$ cat config.mk
export PLATFORM = sky130hd
export DESIGN_NAME = mtat_top
export DESIGN_NICKNAME = d
export VERILOG_FILES = /design/src/hw/mtat_pkg.sv /design/src/hw/mtat_interval_timer.sv /design/src/hw/mtat_carrier.sv /design/src/hw/mtat_top.sv
export VERILOG_INCLUDE_DIRS = /design/src /design/src/hw
export SDC_FILE = /design/constraint.sdc
export NUM_CORES = 1
export LEC_CHECK = 0
export BUFFER_PORTS_ARGS = -buffer_cell sky130_fd_sc_hd__buf_2
export CAP_MARGIN = 20
export CORE_ASPECT_RATIO = 1.4
export CORE_MARGIN = 3
export CORE_UTILIZATION = 35
export CTS_CLUSTER_DIAMETER = 60
export DETAILED_ROUTE_END_ITERATION = 8
export SLEW_MARGIN = 20
export SYNTH_ARGS = -nofsm -noshare
export SYNTH_HDL_FRONTEND = slang
export SYNTH_SLANG_ARGS = --single-unit
$ cat constraint.sdc
create_clock -name core_clk -period 3.17 [get_ports core_clk]
set_input_delay 0.317 -clock core_clk [delete_from_list [all_inputs] [get_ports core_clk]]
set_output_delay 0.317 -clock core_clk [all_outputs]
set_load 0.02 [all_outputs]
$ cat src/hw/mtat_map.svh
// constants for the motor tick and converter trigger block
// assumes one 200 MHz core clock that also serves as peripheral_clock_b
//
// Behaviour
// - speed tick every 0.5 ms
// - relay tick every 1 ms
// - every converter result is 12 bits
// - calibrate after start-up, then allow scans
// - calibration wait allows several milliseconds
// - current sampling at carrier troughs
// - trigger on down-count compare match at zero
// - bus voltage on first_converter_unit channel 6
// - U-phase current on channel 4
// - V-phase current on channel 2
// - W-phase current on channel 0
// - carrier counts symmetric triangle, one trough per period
`ifndef MTAT_MAP_SVH
`define MTAT_MAP_SVH

// core clock rate, cycles per microsecond
`define MTAT_CLK_MHZ         200
// interval periods in microseconds
`define MTAT_SPEED_PERIOD_US 500
`define MTAT_RELAY_PERIOD_US 1000
// carrier period in microseconds
`define MTAT_CARRIER_PER_US  125
// calibration wait limit in microseconds (several ms expected)
`define MTAT_CAL_LIMIT_US    10000

// derived cycle counts
`define MTAT_SPEED_CYC  (`MTAT_SPEED_PERIOD_US * `MTAT_CLK_MHZ)
`define MTAT_RELAY_CYC  (`MTAT_RELAY_PERIOD_US * `MTAT_CLK_MHZ)
`define MTAT_CARRIER_HALF (`MTAT_CARRIER_PER_US * `MTAT_CLK_MHZ / 2)
`define MTAT_CAL_CYC    (`MTAT_CAL_LIMIT_US * `MTAT_CLK_MHZ)

// converter result width and channel numbers
`define MTAT_RES_W      12
`define MTAT_CH_W       4
`define MTAT_CH_W_PH    4'h0
`define MTAT_CH_V_PH    4'h2
`define MTAT_CH_U_PH    4'h4
`define MTAT_CH_BUS     4'h6
// number of channels in one scan
`define MTAT_SCAN_LEN   4

`endif

$ cat src/hw/mtat_pkg.sv
// types shared by the motor tick and converter trigger block
// assumes mtat_map.svh supplies the numbers
package mtat_pkg;

    // converter sequencer states, one-hot
    typedef enum logic [4:0] {
        MTAT_CAL_REQ  = 5'h01,   // ask converter to calibrate
        MTAT_CAL_WAIT = 5'h02,   // wait for calibration end
        MTAT_IDLE     = 5'h04,   // ready, waiting for a trough
        MTAT_CONV     = 5'h08,   // request held, waiting for done
        MTAT_RELEASE  = 5'h10    // request dropped, waiting done low
    } mtat_state_t;

    // position within one scan
    typedef logic [1:0] mtat_slot_t;

endpackage

$ cat src/hw/mtat_interval_timer.sv
// periodic 32-bit down-counter with a one-cycle tick on underflow
// assumes a free-running core clock and synchronous active-low reset
`include "mtat_map.svh"
module mtat_interval_timer #(
    parameter int unsigned PERIOD_CYC = `MTAT_SPEED_CYC
) (
    input  wire logic core_clk,
    input  wire logic rst_b,
    input  wire logic run,
    output logic      tick
);
    // counter must fit in 32 bits and need at least two states
    if (PERIOD_CYC < 2)
        $error("mtat_interval_timer: PERIOD_CYC below 2");

    localparam logic [31:0] RELOAD = 32'(PERIOD_CYC - 1);

    logic [31:0] cnt_r;      // current count
    logic [31:0] cnt_nxt;
    logic        tick_r;     // registered underflow pulse
    logic        tick_nxt;

    // count down, reload on underflow; no waveform pin driven
    always_comb
    begin
        cnt_nxt  = cnt_r;
        tick_nxt = 1'b0;
        if (run)
        begin
            if (cnt_r == 32'h0)
            begin
                cnt_nxt  = RELOAD;
                tick_nxt = 1'b1;
            end
            else
            begin
                cnt_nxt = cnt_r - 32'h1;
            end
        end
    end

    // register stage
    always_ff @(posedge core_clk)
    begin
        if (!rst_b)
        begin
            cnt_r  <= RELOAD;
            tick_r <= 1'b0;
        end
        else
        begin
            cnt_r  <= cnt_nxt;
            tick_r <= tick_nxt;
        end
    end

    assign tick = tick_r;
endmodule // mtat_interval_timer

$ cat src/hw/mtat_carrier.sv
// symmetric triangle carrier counter with trough compare match
// assumes the same core clock and reset as the rest of the block
`include "mtat_map.svh"
module mtat_carrier #(
    parameter int unsigned HALF_CYC = `MTAT_CARRIER_HALF
) (
    input  wire logic        core_clk,
    input  wire logic        rst_b,
    output logic             trough,
    output logic             counting_down
);
    // peak must fit the 16-bit counter
    if (HALF_CYC < 2 || HALF_CYC > 65535)
        $error("mtat_carrier: HALF_CYC out of range");

    localparam logic [15:0] PEAK = 16'(HALF_CYC);

    logic [15:0] cnt_r;      // carrier value
    logic [15:0] cnt_nxt;
    logic        down_r;     // direction, high while counting down
    logic        down_nxt;
    logic        trough_r;   // compare match at zero on the way down
    logic        trough_nxt;

    // up to peak, down to zero, then turn round
    always_comb
    begin
        cnt_nxt    = cnt_r;
        down_nxt   = down_r;
        trough_nxt = 1'b0;
        if (down_r)
        begin
            cnt_nxt = cnt_r - 16'h1;
            if (cnt_r == 16'h1)
            begin
                down_nxt   = 1'b0;
                trough_nxt = 1'b1;
            end
        end
        else
        begin
            cnt_nxt = cnt_r + 16'h1;
            if (cnt_r == PEAK - 16'h1)
                down_nxt = 1'b1;
        end
    end

    // register stage; start at zero counting up so the first trough is a full period
    always_ff @(posedge core_clk)
    begin
        if (!rst_b)
        begin
            cnt_r    <= 16'h0;
            down_r   <= 1'b0;
            trough_r <= 1'b0;
        end
        else
        begin
            cnt_r    <= cnt_nxt;
            down_r   <= down_nxt;
            trough_r <= trough_nxt;
        end
    end

    assign trough        = trough_r;
    assign counting_down = down_r;
endmodule // mtat_carrier

$ cat src/hw/mtat_top.sv
// motor tick and converter trigger: two interval ticks, carrier, and
// a sequencer that calibrates first_converter_unit and then runs one
// four-channel scan per carrier trough
// assumes the converter answers each request with a four-phase
// handshake (done rises, request drops, done falls) and holds its
// result stable while done is high; converter inputs are asynchronous
// limitation: a trough that lands during a scan is dropped, not queued
// both timers run from reset; no enable, no waveform pin
// results stay until the next scan overwrites them
`include "mtat_map.svh"
module mtat_top #(
    parameter int unsigned SPEED_CYC   = `MTAT_SPEED_CYC,
    parameter int unsigned RELAY_CYC   = `MTAT_RELAY_CYC,
    parameter int unsigned CARRIER_HALF = `MTAT_CARRIER_HALF,
    parameter int unsigned CAL_CYC     = `MTAT_CAL_CYC
) (
    input  wire logic                   core_clk,
    input  wire logic                   rst_b,
    input  wire logic                   cal_done_in,
    input  wire logic                   conv_done_in,
    input  wire logic [`MTAT_RES_W-1:0] conv_data_in,
    output logic                        speed_tick,
    output logic                        relay_tick,
    output logic                        cal_req,
    output logic                        cal_timeout,
    output logic                        scan_ready,
    output logic                        conv_req,
    output logic [`MTAT_CH_W-1:0]       conv_chan,
    output logic                        scan_done,
    output logic                        trig_missed,
    output logic [`MTAT_RES_W-1:0]      bus_volt,
    output logic [`MTAT_RES_W-1:0]      cur_u,
    output logic [`MTAT_RES_W-1:0]      cur_v,
    output logic [`MTAT_RES_W-1:0]      cur_w
);
    // calibration limit counter is 32 bits wide
    // a limit below two counts leaves no wait at all
    if (CAL_CYC < 2)
        $error("mtat_top: CAL_CYC below 2");

    // last count of the calibration wait, last slot of a scan
    localparam logic [31:0] CAL_LAST = 32'(CAL_CYC - 1);
    localparam logic [1:0]  SLOT_LAST = 2'(`MTAT_SCAN_LEN - 1);

    // interval ticks straight from the timer flops
    // run tied high: both timers count from reset release
    mtat_interval_timer #(
        .PERIOD_CYC (SPEED_CYC)
    ) u_speed_tick_timer (
        .core_clk   (core_clk),
        .rst_b      (rst_b),
        .run        (1'b1),
        .tick       (speed_tick)
    );

    // relay pacing, same counter at twice the speed interval
    mtat_interval_timer #(
        .PERIOD_CYC (RELAY_CYC)
    ) u_relay_tick_timer (
        .core_clk   (core_clk),
        .rst_b      (rst_b),
        .run        (1'b1),
        .tick       (relay_tick)
    );

    // one trough pulse per carrier period paces every scan
    logic trough;                       // carrier compare match pulse

    // count direction is not needed outside the carrier
    mtat_carrier #(
        .HALF_CYC      (CARRIER_HALF)
    ) u_carrier (
        .core_clk      (core_clk),
        .rst_b         (rst_b),
        .trough        (trough),
        .counting_down ()
    );

    // synchronisers for converter inputs; all are asynchronous
    // to core_clk, so no logic looks before the second stage
    logic                   cal_s1_r;   // first stage, read by s2 only
    logic                   cal_s2_r;
    logic                   done_s1_r;  // first stage, read by s2 only
    logic                   done_s2_r;
    // the word is qualified by done, so bit skew is harmless
    logic [`MTAT_RES_W-1:0] data_s1_r;  // first stage, read by s2 only
    logic [`MTAT_RES_W-1:0] data_s2_r;

    // two flops before any logic looks at a converter signal
    // reset clears the stages so a stale done is never taken
    always_ff @(posedge core_clk)
    begin
        if (!rst_b)
        begin
            cal_s1_r  <= 1'b0;
            cal_s2_r  <= 1'b0;
            done_s1_r <= 1'b0;
            done_s2_r <= 1'b0;
            data_s1_r <= '0;
            data_s2_r <= '0;
        end
        else
        begin
            cal_s1_r  <= cal_done_in;
            cal_s2_r  <= cal_s1_r;
            done_s1_r <= conv_done_in;
            done_s2_r <= done_s1_r;
            data_s1_r <= conv_data_in;
            data_s2_r <= data_s1_r;
        end
    end

    // sequencer state; the 32-bit wait counter covers about 21 s at 200 MHz,
    // far more than the few ms a calibration is expected to take
    mtat_pkg::mtat_state_t  st_r;        // current state
    mtat_pkg::mtat_state_t  st_nxt;
    mtat_pkg::mtat_slot_t   slot_r;      // channel position in the scan
    mtat_pkg::mtat_slot_t   slot_nxt;
    logic [31:0]            calcnt_r;    // calibration wait counter
    logic [31:0]            calcnt_nxt;
    logic                   calto_r;     // calibration took too long
    logic                   calto_nxt;
    logic                   done_pl_r;   // scan finished pulse
    logic                   done_pl_nxt;
    logic                   miss_r;      // trough came while busy
    logic                   miss_nxt;
    logic                   cap_pend_r;  // result word due next cycle
    logic                   cap_pend_nxt;
    logic [`MTAT_RES_W-1:0] res_r [`MTAT_SCAN_LEN]; // results per slot
    logic [`MTAT_RES_W-1:0] res_nxt [`MTAT_SCAN_LEN];
    logic [`MTAT_CH_W-1:0]  chan_nxt;    // channel for the current slot
    logic [`MTAT_CH_W-1:0]  chan_r;

    // slot to channel: W, V, U, then bus voltage; decoded from the
    // next slot so the channel register changes on the same edge as
    // the request rises, never a cycle behind it
    always_comb
    begin
        unique case (slot_nxt)
            2'h0:    chan_nxt = `MTAT_CH_W_PH;
            2'h1:    chan_nxt = `MTAT_CH_V_PH;
            2'h2:    chan_nxt = `MTAT_CH_U_PH;
            default: chan_nxt = `MTAT_CH_BUS;
        endcase
    end

    // next-state logic for the sequencer
    always_comb
    begin
        st_nxt      = st_r;
        slot_nxt    = slot_r;
        calcnt_nxt  = calcnt_r;
        calto_nxt   = calto_r;
        done_pl_nxt = 1'b0;
        miss_nxt    = 1'b0;
        cap_pend_nxt = 1'b0;
        res_nxt     = res_r;
        unique case (st_r)
            mtat_pkg::MTAT_CAL_REQ:
            begin
                // calibration is always the first thing after reset
                // the counter restarts with every calibration request
                calcnt_nxt = 32'h0;
                st_nxt     = mtat_pkg::MTAT_CAL_WAIT;
            end
            mtat_pkg::MTAT_CAL_WAIT:
            begin
                // no scan until the converter reports the end; the
                // limit only flags a slow converter, it never skips
                // the wait, since early results are worthless
                // troughs in this state are ignored
                if (cal_s2_r)
                    st_nxt = mtat_pkg::MTAT_IDLE;
                else if (calcnt_r == CAL_LAST)
                    calto_nxt = 1'b1;
                else
                    calcnt_nxt = calcnt_r + 32'h1;
            end
            mtat_pkg::MTAT_IDLE:
            begin
                // a trough starts exactly one single-pass scan
                if (trough)
                begin
                    // every scan starts again at the first slot
                    slot_nxt = 2'h0;
                    st_nxt   = mtat_pkg::MTAT_CONV;
                end
            end
            mtat_pkg::MTAT_CONV:
            begin
                // once done is seen, take the word a cycle later: by
                // then it has stood still through every word stage
                if (done_s2_r)
                begin
                    cap_pend_nxt = 1'b1;
                    st_nxt       = mtat_pkg::MTAT_RELEASE;
                end
                // a trough now is dropped and reported, never queued
                miss_nxt = trough;
            end
            mtat_pkg::MTAT_RELEASE:
            begin
                // take the word held since done was seen
                if (cap_pend_r)
                    res_nxt[slot_r] = data_s2_r;
                // wait for done to fall before the next channel
                if (!done_s2_r)
                begin
                    if (slot_r == SLOT_LAST)
                    begin
                        done_pl_nxt = 1'b1;
                        st_nxt      = mtat_pkg::MTAT_IDLE;
                    end
                    else
                    begin
                        slot_nxt = slot_r + 2'h1;
                        st_nxt   = mtat_pkg::MTAT_CONV;
                    end
                end
                // same drop rule while the channel is released
                miss_nxt = trough;
            end
            default:
            begin
                // illegal code: restart with calibration
                // since results can no longer be trusted
                st_nxt = mtat_pkg::MTAT_CAL_REQ;
            end
        endcase
    end

    // sequencer registers; chan_r resets to the first scan channel
    always_ff @(posedge core_clk)
    begin
        if (!rst_b)
        begin
            st_r      <= mtat_pkg::MTAT_CAL_REQ;
            slot_r    <= 2'h0;
            calcnt_r  <= 32'h0;
            calto_r   <= 1'b0;
            done_pl_r <= 1'b0;
            miss_r    <= 1'b0;
            cap_pend_r <= 1'b0;
            chan_r    <= `MTAT_CH_W_PH;
            // results clear so no stale value outlives a reset
            for (int i = 0; i < `MTAT_SCAN_LEN; i++)
                res_r[i] <= '0;
        end
        else
        begin
            st_r      <= st_nxt;
            slot_r    <= slot_nxt;
            calcnt_r  <= calcnt_nxt;
            calto_r   <= calto_nxt;
            done_pl_r <= done_pl_nxt;
            miss_r    <= miss_nxt;
            cap_pend_r <= cap_pend_nxt;
            chan_r    <= chan_nxt;
            res_r     <= res_nxt;
        end
    end

    // registered handshake and status outputs; they follow st_nxt so
    // each changes on the same edge as the state, not a cycle after
    logic cal_req_r;    // calibration requested, not yet ended
    logic ready_r;      // calibration complete
    logic conv_req_r;   // conversion request level

    always_ff @(posedge core_clk)
    begin
        if (!rst_b)
        begin
            cal_req_r  <= 1'b0;
            ready_r    <= 1'b0;
            conv_req_r <= 1'b0;
        end
        else
        begin
            cal_req_r  <= (st_nxt == mtat_pkg::MTAT_CAL_WAIT);
            // ready holds through every scan state; only reset or an illegal state code drops it
            ready_r    <= (st_nxt == mtat_pkg::MTAT_IDLE)
                       || (st_nxt == mtat_pkg::MTAT_CONV)
                       || (st_nxt == mtat_pkg::MTAT_RELEASE);
            // request drops on the edge the state leaves CONV
            conv_req_r <= (st_nxt == mtat_pkg::MTAT_CONV);
        end
    end

    // channel and request rise on the same edge, so the channel is
    // valid for the whole of each request
    assign cal_req     = cal_req_r;
    assign cal_timeout = calto_r;
    assign scan_ready  = ready_r;
    assign conv_req    = conv_req_r;
    assign conv_chan   = chan_r;
    assign scan_done   = done_pl_r;
    assign trig_missed = miss_r;
    // result slots in scan order: W, V, U, bus voltage
    assign cur_w       = res_r[0];
    assign cur_v       = res_r[1];
    assign cur_u       = res_r[2];
    assign bus_volt    = res_r[3];
endmodule // mtat_top

# == Word-level counts from Yosys, hierarchy flattened ==
# Index checks and enable logic that the tools add are counted.
# totals
regBits,210
input_bits,16
output_inout_bits,60
wordCells,100
# classes
add_sub_neg,6
magnitude_cmp,2
n_eq_ne,17
n_mux,26
bitwise,4
n_reduce_logical,17
# ops
op,n
logical NOT 32 bit,2
2-to-1 mux 32 bit,2
case mux 32 bit (2 select lines),1
"subtractor 32 x 1 -> 32 bit, second input constant",2
bitwise mux 48 bit,1
"adder 32 x 1 -> 32 bit, second input constant",1
"== test 32 x 21 -> 1 bit, second input constant",1
case mux 5 bit (5 select lines),1
demux 12 bit (select 2 bit),1
2-to-1 mux 5 bit,4
"adder 16 x 1 -> 16 bit, second input constant",1
"== test 16 x 1 -> 1 bit, second input constant",1
"== test 16 x 14 -> 1 bit, second input constant",1
2-to-1 mux 16 bit,1
"subtractor 16 x 1 -> 16 bit, second input constant",1
2-to-1 mux 12 bit,1
"== test 5 x 2 -> 1 bit, second input constant",2
"== test 5 x 3 -> 1 bit, second input constant",2
"== test 5 x 4 -> 1 bit, second input constant",2
"== test 5 bit, second input constant",2
case mux 3 bit (3 select lines),1
2-to-1 mux 1 bit,8
AND reduction 2 bit,4
2-to-1 mux 2 bit,3
18 further kinds,26

# == Longest topological paths before layout ==
# Gate-level depths: netlist of the first run.
# logic_depth
word_depth,7
ltp_mapped,9
ltp_nobuf,7

# == Cells and area by module ==
# Synthesis of the first run repeated with hierarchy kept, for this count alone.
# unflattened
hier_cells,998
hier_area_um2,9156.3
# modules_own_cells
module,n_inst,cells_per_inst,area_each_um2,seq_area_each_um2
mtat_top,1,509,4883.4,2462.4
mtat_interval_timer at u_speed_tick_timer,1,184,1596.5,660.6
mtat_interval_timer at u_relay_tick_timer,1,176,1589.0,660.6
mtat_carrier,1,129,1087.3,360.3

# == Worst setup path before layout of the first run ==
# OpenSTA, ideal clock, no wires.
# synth_timing
path_type,reg-to-reg
from,register u_speed_tick_timer.cnt_r[12]
to,register u_speed_tick_timer.cnt_r[29]
setup_ns,0.070
arrival_time_ns,2.367
required_time_ns,3.100
path_slack_ns,0.733
stages_incl_launch_ff,6
path_buffers,0
synth_period_minus_slack_ns,2.437
path_cell_list,dfxtp_1 -> or4_4 -> or4b_4 -> or3_4 -> or4b_1 -> a21oi_1
# synth_between
elab_chain_cells,2
word_cells_on_any_way,3
cone_classes,1 x add/sub; 2 x reduce/logical
# synth_rtl
element,line,text
from (decl),mtat_interval_timer.sv:18,logic [31:0] cnt_r;
from (signal assigned),mtat_interval_timer.sv:52,cnt_r <= cnt_nxt;
"parallel branches: the longest is 2 deep, another holds subtractor 32 x 1 -> 32 bit",--,
# Several ways; the timed one is not identified.
# A chain may end at the register's enable or synchronous reset.

# == Worst setup path in the final report of the first run ==
# Ends and elaborated chain as after synthesis.

==> qor.csv, run 1 <==
metric;value;unit
gpl congestion;0.7820;
Die X;138.0;um
largest net degree at the start of global routing;47;
Tmin final;2.713;ns
max_cap viols;0;
peak supply drop;384.8;uV
critical path fanouts, max;13;
drt drc;0;
cts bufs inserted;20;
layout cells sized above 1;13.25;%
fillers;2419;
vias per cell;4.974;
wire length per cell;13.55;um
Ports;76;
cell row count;67;
Die ar.;26330;sq um
Detailed Route WL;18010;um
Clk Tree Root Cell;clkbuf_16;
postcts setup bufs;0;
antenna-violating nets left;0;
Final Cycle Share;85.57;%
RSZ-0062 raised after global routing;no;
Finished Cell Area;9874;sq um
CTS clk-pin slew, worst paths;0.06;ns
Final nets;1030;
hold_buf cts;0;
Synth Instances;942;
post-synthesis sequential area ratio;48.53;%
Total Routing Usage GR;13.25;%
setup violators final;0;
Leak;3.871;nW
Pwr Total;5.233;mW
Worst setup SP type;flip-flop;
vias in the first global route;6283;
via count;6611;
initial DRC count;371;
Pwr Density;529.9;nW/um^2
Die H;190.8;um
Worst Path Required;3.54;ns
HPWL after detailed placement;12420;um
Pre-antenna DRT Iters;4;
Final Max Slew Viols;0;
DP Area;9235;sq um
CTS sink count;207;
Post-synth ARST share;0;%
Ys Warns;0;
Final Hold Vio Count;0;
port buffer count;73;
final worst slack;0.4574;ns
first-pass GRT wire length;30340;um
crit path capture type;flip-flop;
Synth-to-Final Area Change;15.65;%
register bit total from synthesis;207;
Longest Clk Path Bufs;3;
initial antenna violation count;1;
htree depth;1;
Synth cell types;54;
worst setup path class;reg2reg;
mapped cell area;8538;sq um
main flop type after synthesis;dfxtp_1;
clock latency on the worst-skew pair;0.50;ns
CORE AREA;23980;sq um
Post-synth EDFFs;0;
gr ovfl total;0;
type of the worst min-delay path;in2reg;
clock skew;0.01269;ns
post-place setup slack;0.4447;ns
crit path DAT;3.08;ns
setup_tns;0;ns
fmax;368.7;MHz
quantity of gates resized following cts;0;
CTS tree;yes;
n_diodes;0;
Mapped Avg Cell Area;9.064;sq um
starting density of the core;35.61;%
Slew Limit Headroom;47.56;%
worst-margin pin slew;0.7846;ns
status;finished, final reports clean;
metrics by stage:
step	hold slack [ns]	instances	util [%]
global placement	0.3928	1294	38.52
floorplan	0.3786	943	-
finish	0.02440	1329	41.19
global route	0.007585	1329	41.19
detailed placement	0.3998	1294	38.52
CTS	0.002494	1329	41.19
final timing paths:
kind | from | endpoint | slack (ns) | depth (start not counted)
max | u_speed_tick_timer.cnt_r[12] | u_speed_tick_timer.cnt_r[29] | 0.46 | 6
min | conv_data_in[1] | data_s1_r[1] | 0.02 | 2
max reg2reg | u_speed_tick_timer.cnt_r[12] | u_speed_tick_timer.cnt_r[29] | 0.46 | 6
min reg2reg | u_speed_tick_timer.cnt_r[0] | u_speed_tick_timer.cnt_r[0] | 0.41 | 1
kinds of logic (layout without fill, tap and decap cells):
kind of cell	count (synthesis)	in the layout	share of synthesized area (%)
AO/OA/AOI/OAI	91	91	6.345
XOR/XNOR	73	73	7.488
adder cells (fa/ha/maj)	8	8	1.172
buffers and inverters	64	140	2.975
flip-flops	207	207	48.53
multiplexers	53	53	6.228
other	1	2	0.04392
AND/OR/NAND/NOR	445	445	27.21
Yosys cell counts (all sizes together), types with 5 or more instances:
cell type / instances / area [sq um]
buf: 10 / 51.30
nand2: 53 / 198.9
nor3b: 5 / 37.54
and2: 34 / 212.7
xor2: 20 / 175.2
o31ai: 9 / 72.57
nor4: 30 / 187.7
nand2b: 7 / 43.79
nor2: 151 / 566.8
dfxtp: 207 / 4144
mux2i: 52 / 520.5
xnor2: 53 / 464.2
nor4b: 6 / 52.55
nor3: 28 / 140.1
a21oi: 38 / 190.2
or3: 35 / 224.0
nand3: 25 / 125.1
inv: 18 / 67.56
nand4: 22 / 137.6
ha: 8 / 100.1
clkbuf: 36 / 135.1
nand3b: 5 / 37.54
o21ai: 26 / 130.1
or4: 15 / 116.4
registers in the layout, indices dropped and copies added, names as in the netlist, 2 cells and up:
register	count
data_s2_r	12
slot_r	2
st_r	5
cur_w	12
cur_u	12
cur_v	12
u_carrier.cnt_r	16
u_speed_tick_timer.cnt_r	32
u_relay_tick_timer.cnt_r	32
data_s1_r	12
calcnt_r	32
bus_volt	12
layout by cell type (no fill, tap or decap), types with 4 or more instances in the layout:
cell | synthesis | layout
a21oi_1 | 38 | 38
and2_1 | 34 | 34
and3_1 | 4 | 4
and4_1 | 4 | 4
buf_2 | 2 | 73
buf_4 | 3 | 13
clkbuf_16 | 0 | 20
clkinv_2 | 0 | 5
dfxtp_1 | 207 | 207
ha_1 | 8 | 8
inv_1 | 18 | 17
mux2i_1 | 52 | 52
nand2_1 | 53 | 53
nand2b_1 | 7 | 7
nand3_1 | 25 | 25
nand3b_1 | 5 | 5
nand4_1 | 22 | 22
nand4b_1 | 4 | 4
nor2_1 | 151 | 151
nor3_1 | 28 | 28
nor3b_1 | 5 | 4
nor4_1 | 30 | 30
nor4b_1 | 6 | 6
o21ai_0 | 26 | 25
o31ai_1 | 8 | 8
or2_2 | 4 | 4
or3_1 | 34 | 34
or4_1 | 14 | 14
xnor2_1 | 53 | 53
xor2_1 | 20 | 20
layout make-up:
type                            instances  area (sq um)  area share [%]
Multi-Input combinational cell        672          4153           42.06
Sequential cell                       207          4144           41.97
Clock buffer                           26         553.0           5.601
Timing Repair Buffer                   87         483.0           4.891
Tap cell                              310         387.9           3.928
Clock inverter                          9         86.33          0.8743
Inverter                               18         67.56          0.6842
metal layers:
metal  track usage (%)  up-vias  wire length [um]
li1                  -     3396                 -
met1             15.74     3074              7785
met2             23.89      102              8963
met3             2.183       37               656
met4             5.133        2               581
met5                 0        -                20
worst max-delay path, stage by stage (launching register included):
cell and delay (ns):
dfxtp_1 0.35, or4_4 0.57, or4b_4 0.59, nor4_1 0.41, nand2b_1 0.43, buf_12 0.19
a21oi_1 0.04
power breakdown:
part | switching, mW | internal, mW | total, mW
Combinational | 0.171 | 0.0795 | 0.251
Sequential | 0.0343 | 2.64 | 2.68
Clock | 0.988 | 1.32 | 2.31
Power figures use the tool's default switching activity.
==> run 2: changes to the inputs <==
--- a/config.mk
+++ b/config.mk
@@ -11,8 +11,8 @@
 export CORE_ASPECT_RATIO = 1.4
 export CORE_MARGIN = 3
 export CORE_UTILIZATION = 35
-export CTS_CLUSTER_DIAMETER = 60
 export DETAILED_ROUTE_END_ITERATION = 8
+export PLACE_DENSITY = 0.54
 export SLEW_MARGIN = 20
 export SYNTH_ARGS = -nofsm -noshare
 export SYNTH_HDL_FRONTEND = slang
==> constraint.sdc (replaced) <==
create_clock -name core_clk -period 3.3 [get_ports core_clk]
set_input_delay 0.33 -clock core_clk [delete_from_list [all_inputs] [get_ports core_clk]]
set_output_delay 0.33 -clock core_clk [all_outputs]
set_load 0.02 [all_outputs]
==> qor.csv, run 2 (synthesized netlist as in run 1, its figures left out) <==
metric;value;unit;change
largest net degree at the start of global routing;47;;unchanged
crit path capture type;flip-flop;;
FF/Latch Area;4144;sq um;unchanged
Tmin final;2.610;ns;-0.1021 ns
Pre-antenna DRT Iters;4;;unchanged
cell row count;67;;unchanged
Clk pwr share;47.1;%;+3.0 points
peak supply drop;308.3;uV;-20%
worst-margin pin slew;0.8997;ns;+0.1151 ns
port buffer count;73;;unchanged
initial DRC count;223;;-40%
Switching Power;1.193;mW;about the same
vias in the first global route;6187;;-1.5%
worst setup path class;reg2reg;;
Final Hold Vio Count;0;;unchanged
clock skew;0.01008;ns;-0.002604 ns
Clk Tree Root Cell;clkbuf_16;;
CORE AREA;23980;sq um;unchanged
fmax;383.1;MHz;+3.9%
quantity of gates resized following cts;0;;unchanged
setup violators final;0;;unchanged
Comb pwr share;4.6;%;-0.2 points
Leak;3.919;nW;+1.2%
n_diodes;0;;unchanged
CTS clk-pin slew, worst paths;0.06;ns;about the same
critical path fanouts, max;13;;unchanged
Final Max Slew Viols;0;;unchanged
RSZ-0062 raised after global routing;no;;
wire length per cell;13.68;um;+0.93%
via count;6543;;-1.0%
first-pass GRT wire length;30500;um;+0.52%
Slew Limit Headroom;39.84;%;-7.7 points
Sw Share;22.43;%;-0.38 points
max_cap viols;0;;unchanged
Die X;138.0;um;unchanged
Worst setup SP type;flip-flop;;
status;finished, final reports clean;;
layout cells sized above 1;13.60;%;+0.35 points
Synth-to-Final Area Change;16.66;%;
commonest non-fill, non-tap cell in the layout;dfxtp_1;;
setup_tns;0;ns;unchanged
Final nets;1030;;unchanged
drt drc;0;;unchanged
postcts setup bufs;0;;unchanged
Detailed Route WL;18220;um;+1.2%
clock latency on the worst-skew pair;0.50;ns;about the same
antenna-violating nets left;0;;unchanged
hold_buf cts;0;;unchanged
Total Routing Usage GR;13.47;%;+0.22 points
Hold Path Cell Cnt;2;;unchanged
Final Cycle Share;79.10;%;-6.5 points
HPWL after detailed placement;12420;um;about the same
Worst Reg-to-Reg Cells;5;;-1
CTS tree;yes;;
starting density of the core;35.61;%;unchanged
Finished Cell Area;9961;sq um;+0.87%
gr ovfl total;0;;unchanged
vias per cell;4.912;;-1.3%
most frequent cells in the layout;dfxtp_1, nor2_1, buf_2, nand2_1, xnor2_1;;
initial antenna violation count;0;;-1
htree depth;1;;unchanged
type of the worst min-delay path;in2reg;;
Largest regs;calcnt_r: 32 flops, u_relay_tick_timer.cnt_r: 32 flops, u_speed_tick_timer.cnt_r: 32 flops;;
Longest Clk Path Bufs;3;;unchanged
Die ar.;26330;sq um;unchanged
DP Area;9208;sq um;-0.30%
Worst Path Required;3.73;ns;+0.19 ns
crit path DAT;3.04;ns;-0.04 ns
gpl congestion;0.7744;;-0.97%
CTS sink count;207;;unchanged
fillers;2448;;+1.2%
Seq pwr share;48.3;%;-2.8 points
cts bufs inserted;22;;+10%
area of the multi-input gates;4153;sq um;unchanged
Die H;190.8;um;unchanged
P_int;4.125;mW;+2.1%
Pwr Density;533.8;nW/um^2;+0.74%
Ports;76;;unchanged
run 2: layout make-up:
class                           instances  area share [%]
Multi-Input combinational cell        672           41.69
Sequential cell                       207           41.60
Clock buffer                           32           6.821
Timing Repair Buffer                   85           4.572
Tap cell                              310           3.894
Clock inverter                          8          0.7411
Inverter                               18          0.6783
run 2: final timing paths:
path | startpoint | to | slack [ns]
setup reg to reg | u_speed_tick_timer.cnt_r[12] | u_speed_tick_timer.cnt_r[29] | 0.69
setup / recovery | u_speed_tick_timer.cnt_r[12] | u_speed_tick_timer.cnt_r[29] | 0.69
hold / removal | conv_data_in[10] | data_s1_r[10] | 0.04
hold reg to reg | u_relay_tick_timer.cnt_r[0] | u_relay_tick_timer.cnt_r[0] | 0.41
run 2: routing by layer:
layer	GRT usage, %	share of wire (%)	vias up
met5	0	0	-
met4	4.030	1.9	0
met3	2.258	3.2	24
met2	24.15	49	67
met1	16.57	46	3046
li1	-	-	3406
run 2: critical path, stage by stage (launching register included):
cell and delay, ns:
dfxtp_1 0.35, or4_4 0.57, or4b_4 0.59, or3_4 0.43
or4b_1 0.46, a21oi_1 0.14
run 2: through the flow:
stage	util [%]	power (mW)	hold slack, ns	std cells	setup WS [ns]
after floorplan	-	2.791	0.3786	943	0.8630
after global placement	38.40	2.873	0.3931	1292	0.7180
after detailed placement	38.40	2.875	0.3992	1292	0.7078
after CTS	41.55	5.416	0.01308	1332	0.6840
after global routing	41.55	5.557	0.02296	1332	0.5114
final	41.55	5.318	0.03828	1332	0.6895
run 2: power by group through the flow:
stage	clock (mW)	combinational [mW]	sequential, mW
after floorplan	0	0.167	2.62
after global placement	0	0.249	2.62
after detailed placement	0	0.249	2.63
after CTS	2.60	0.249	2.57
after global routing	2.71	0.274	2.58
final	2.50	0.244	2.57
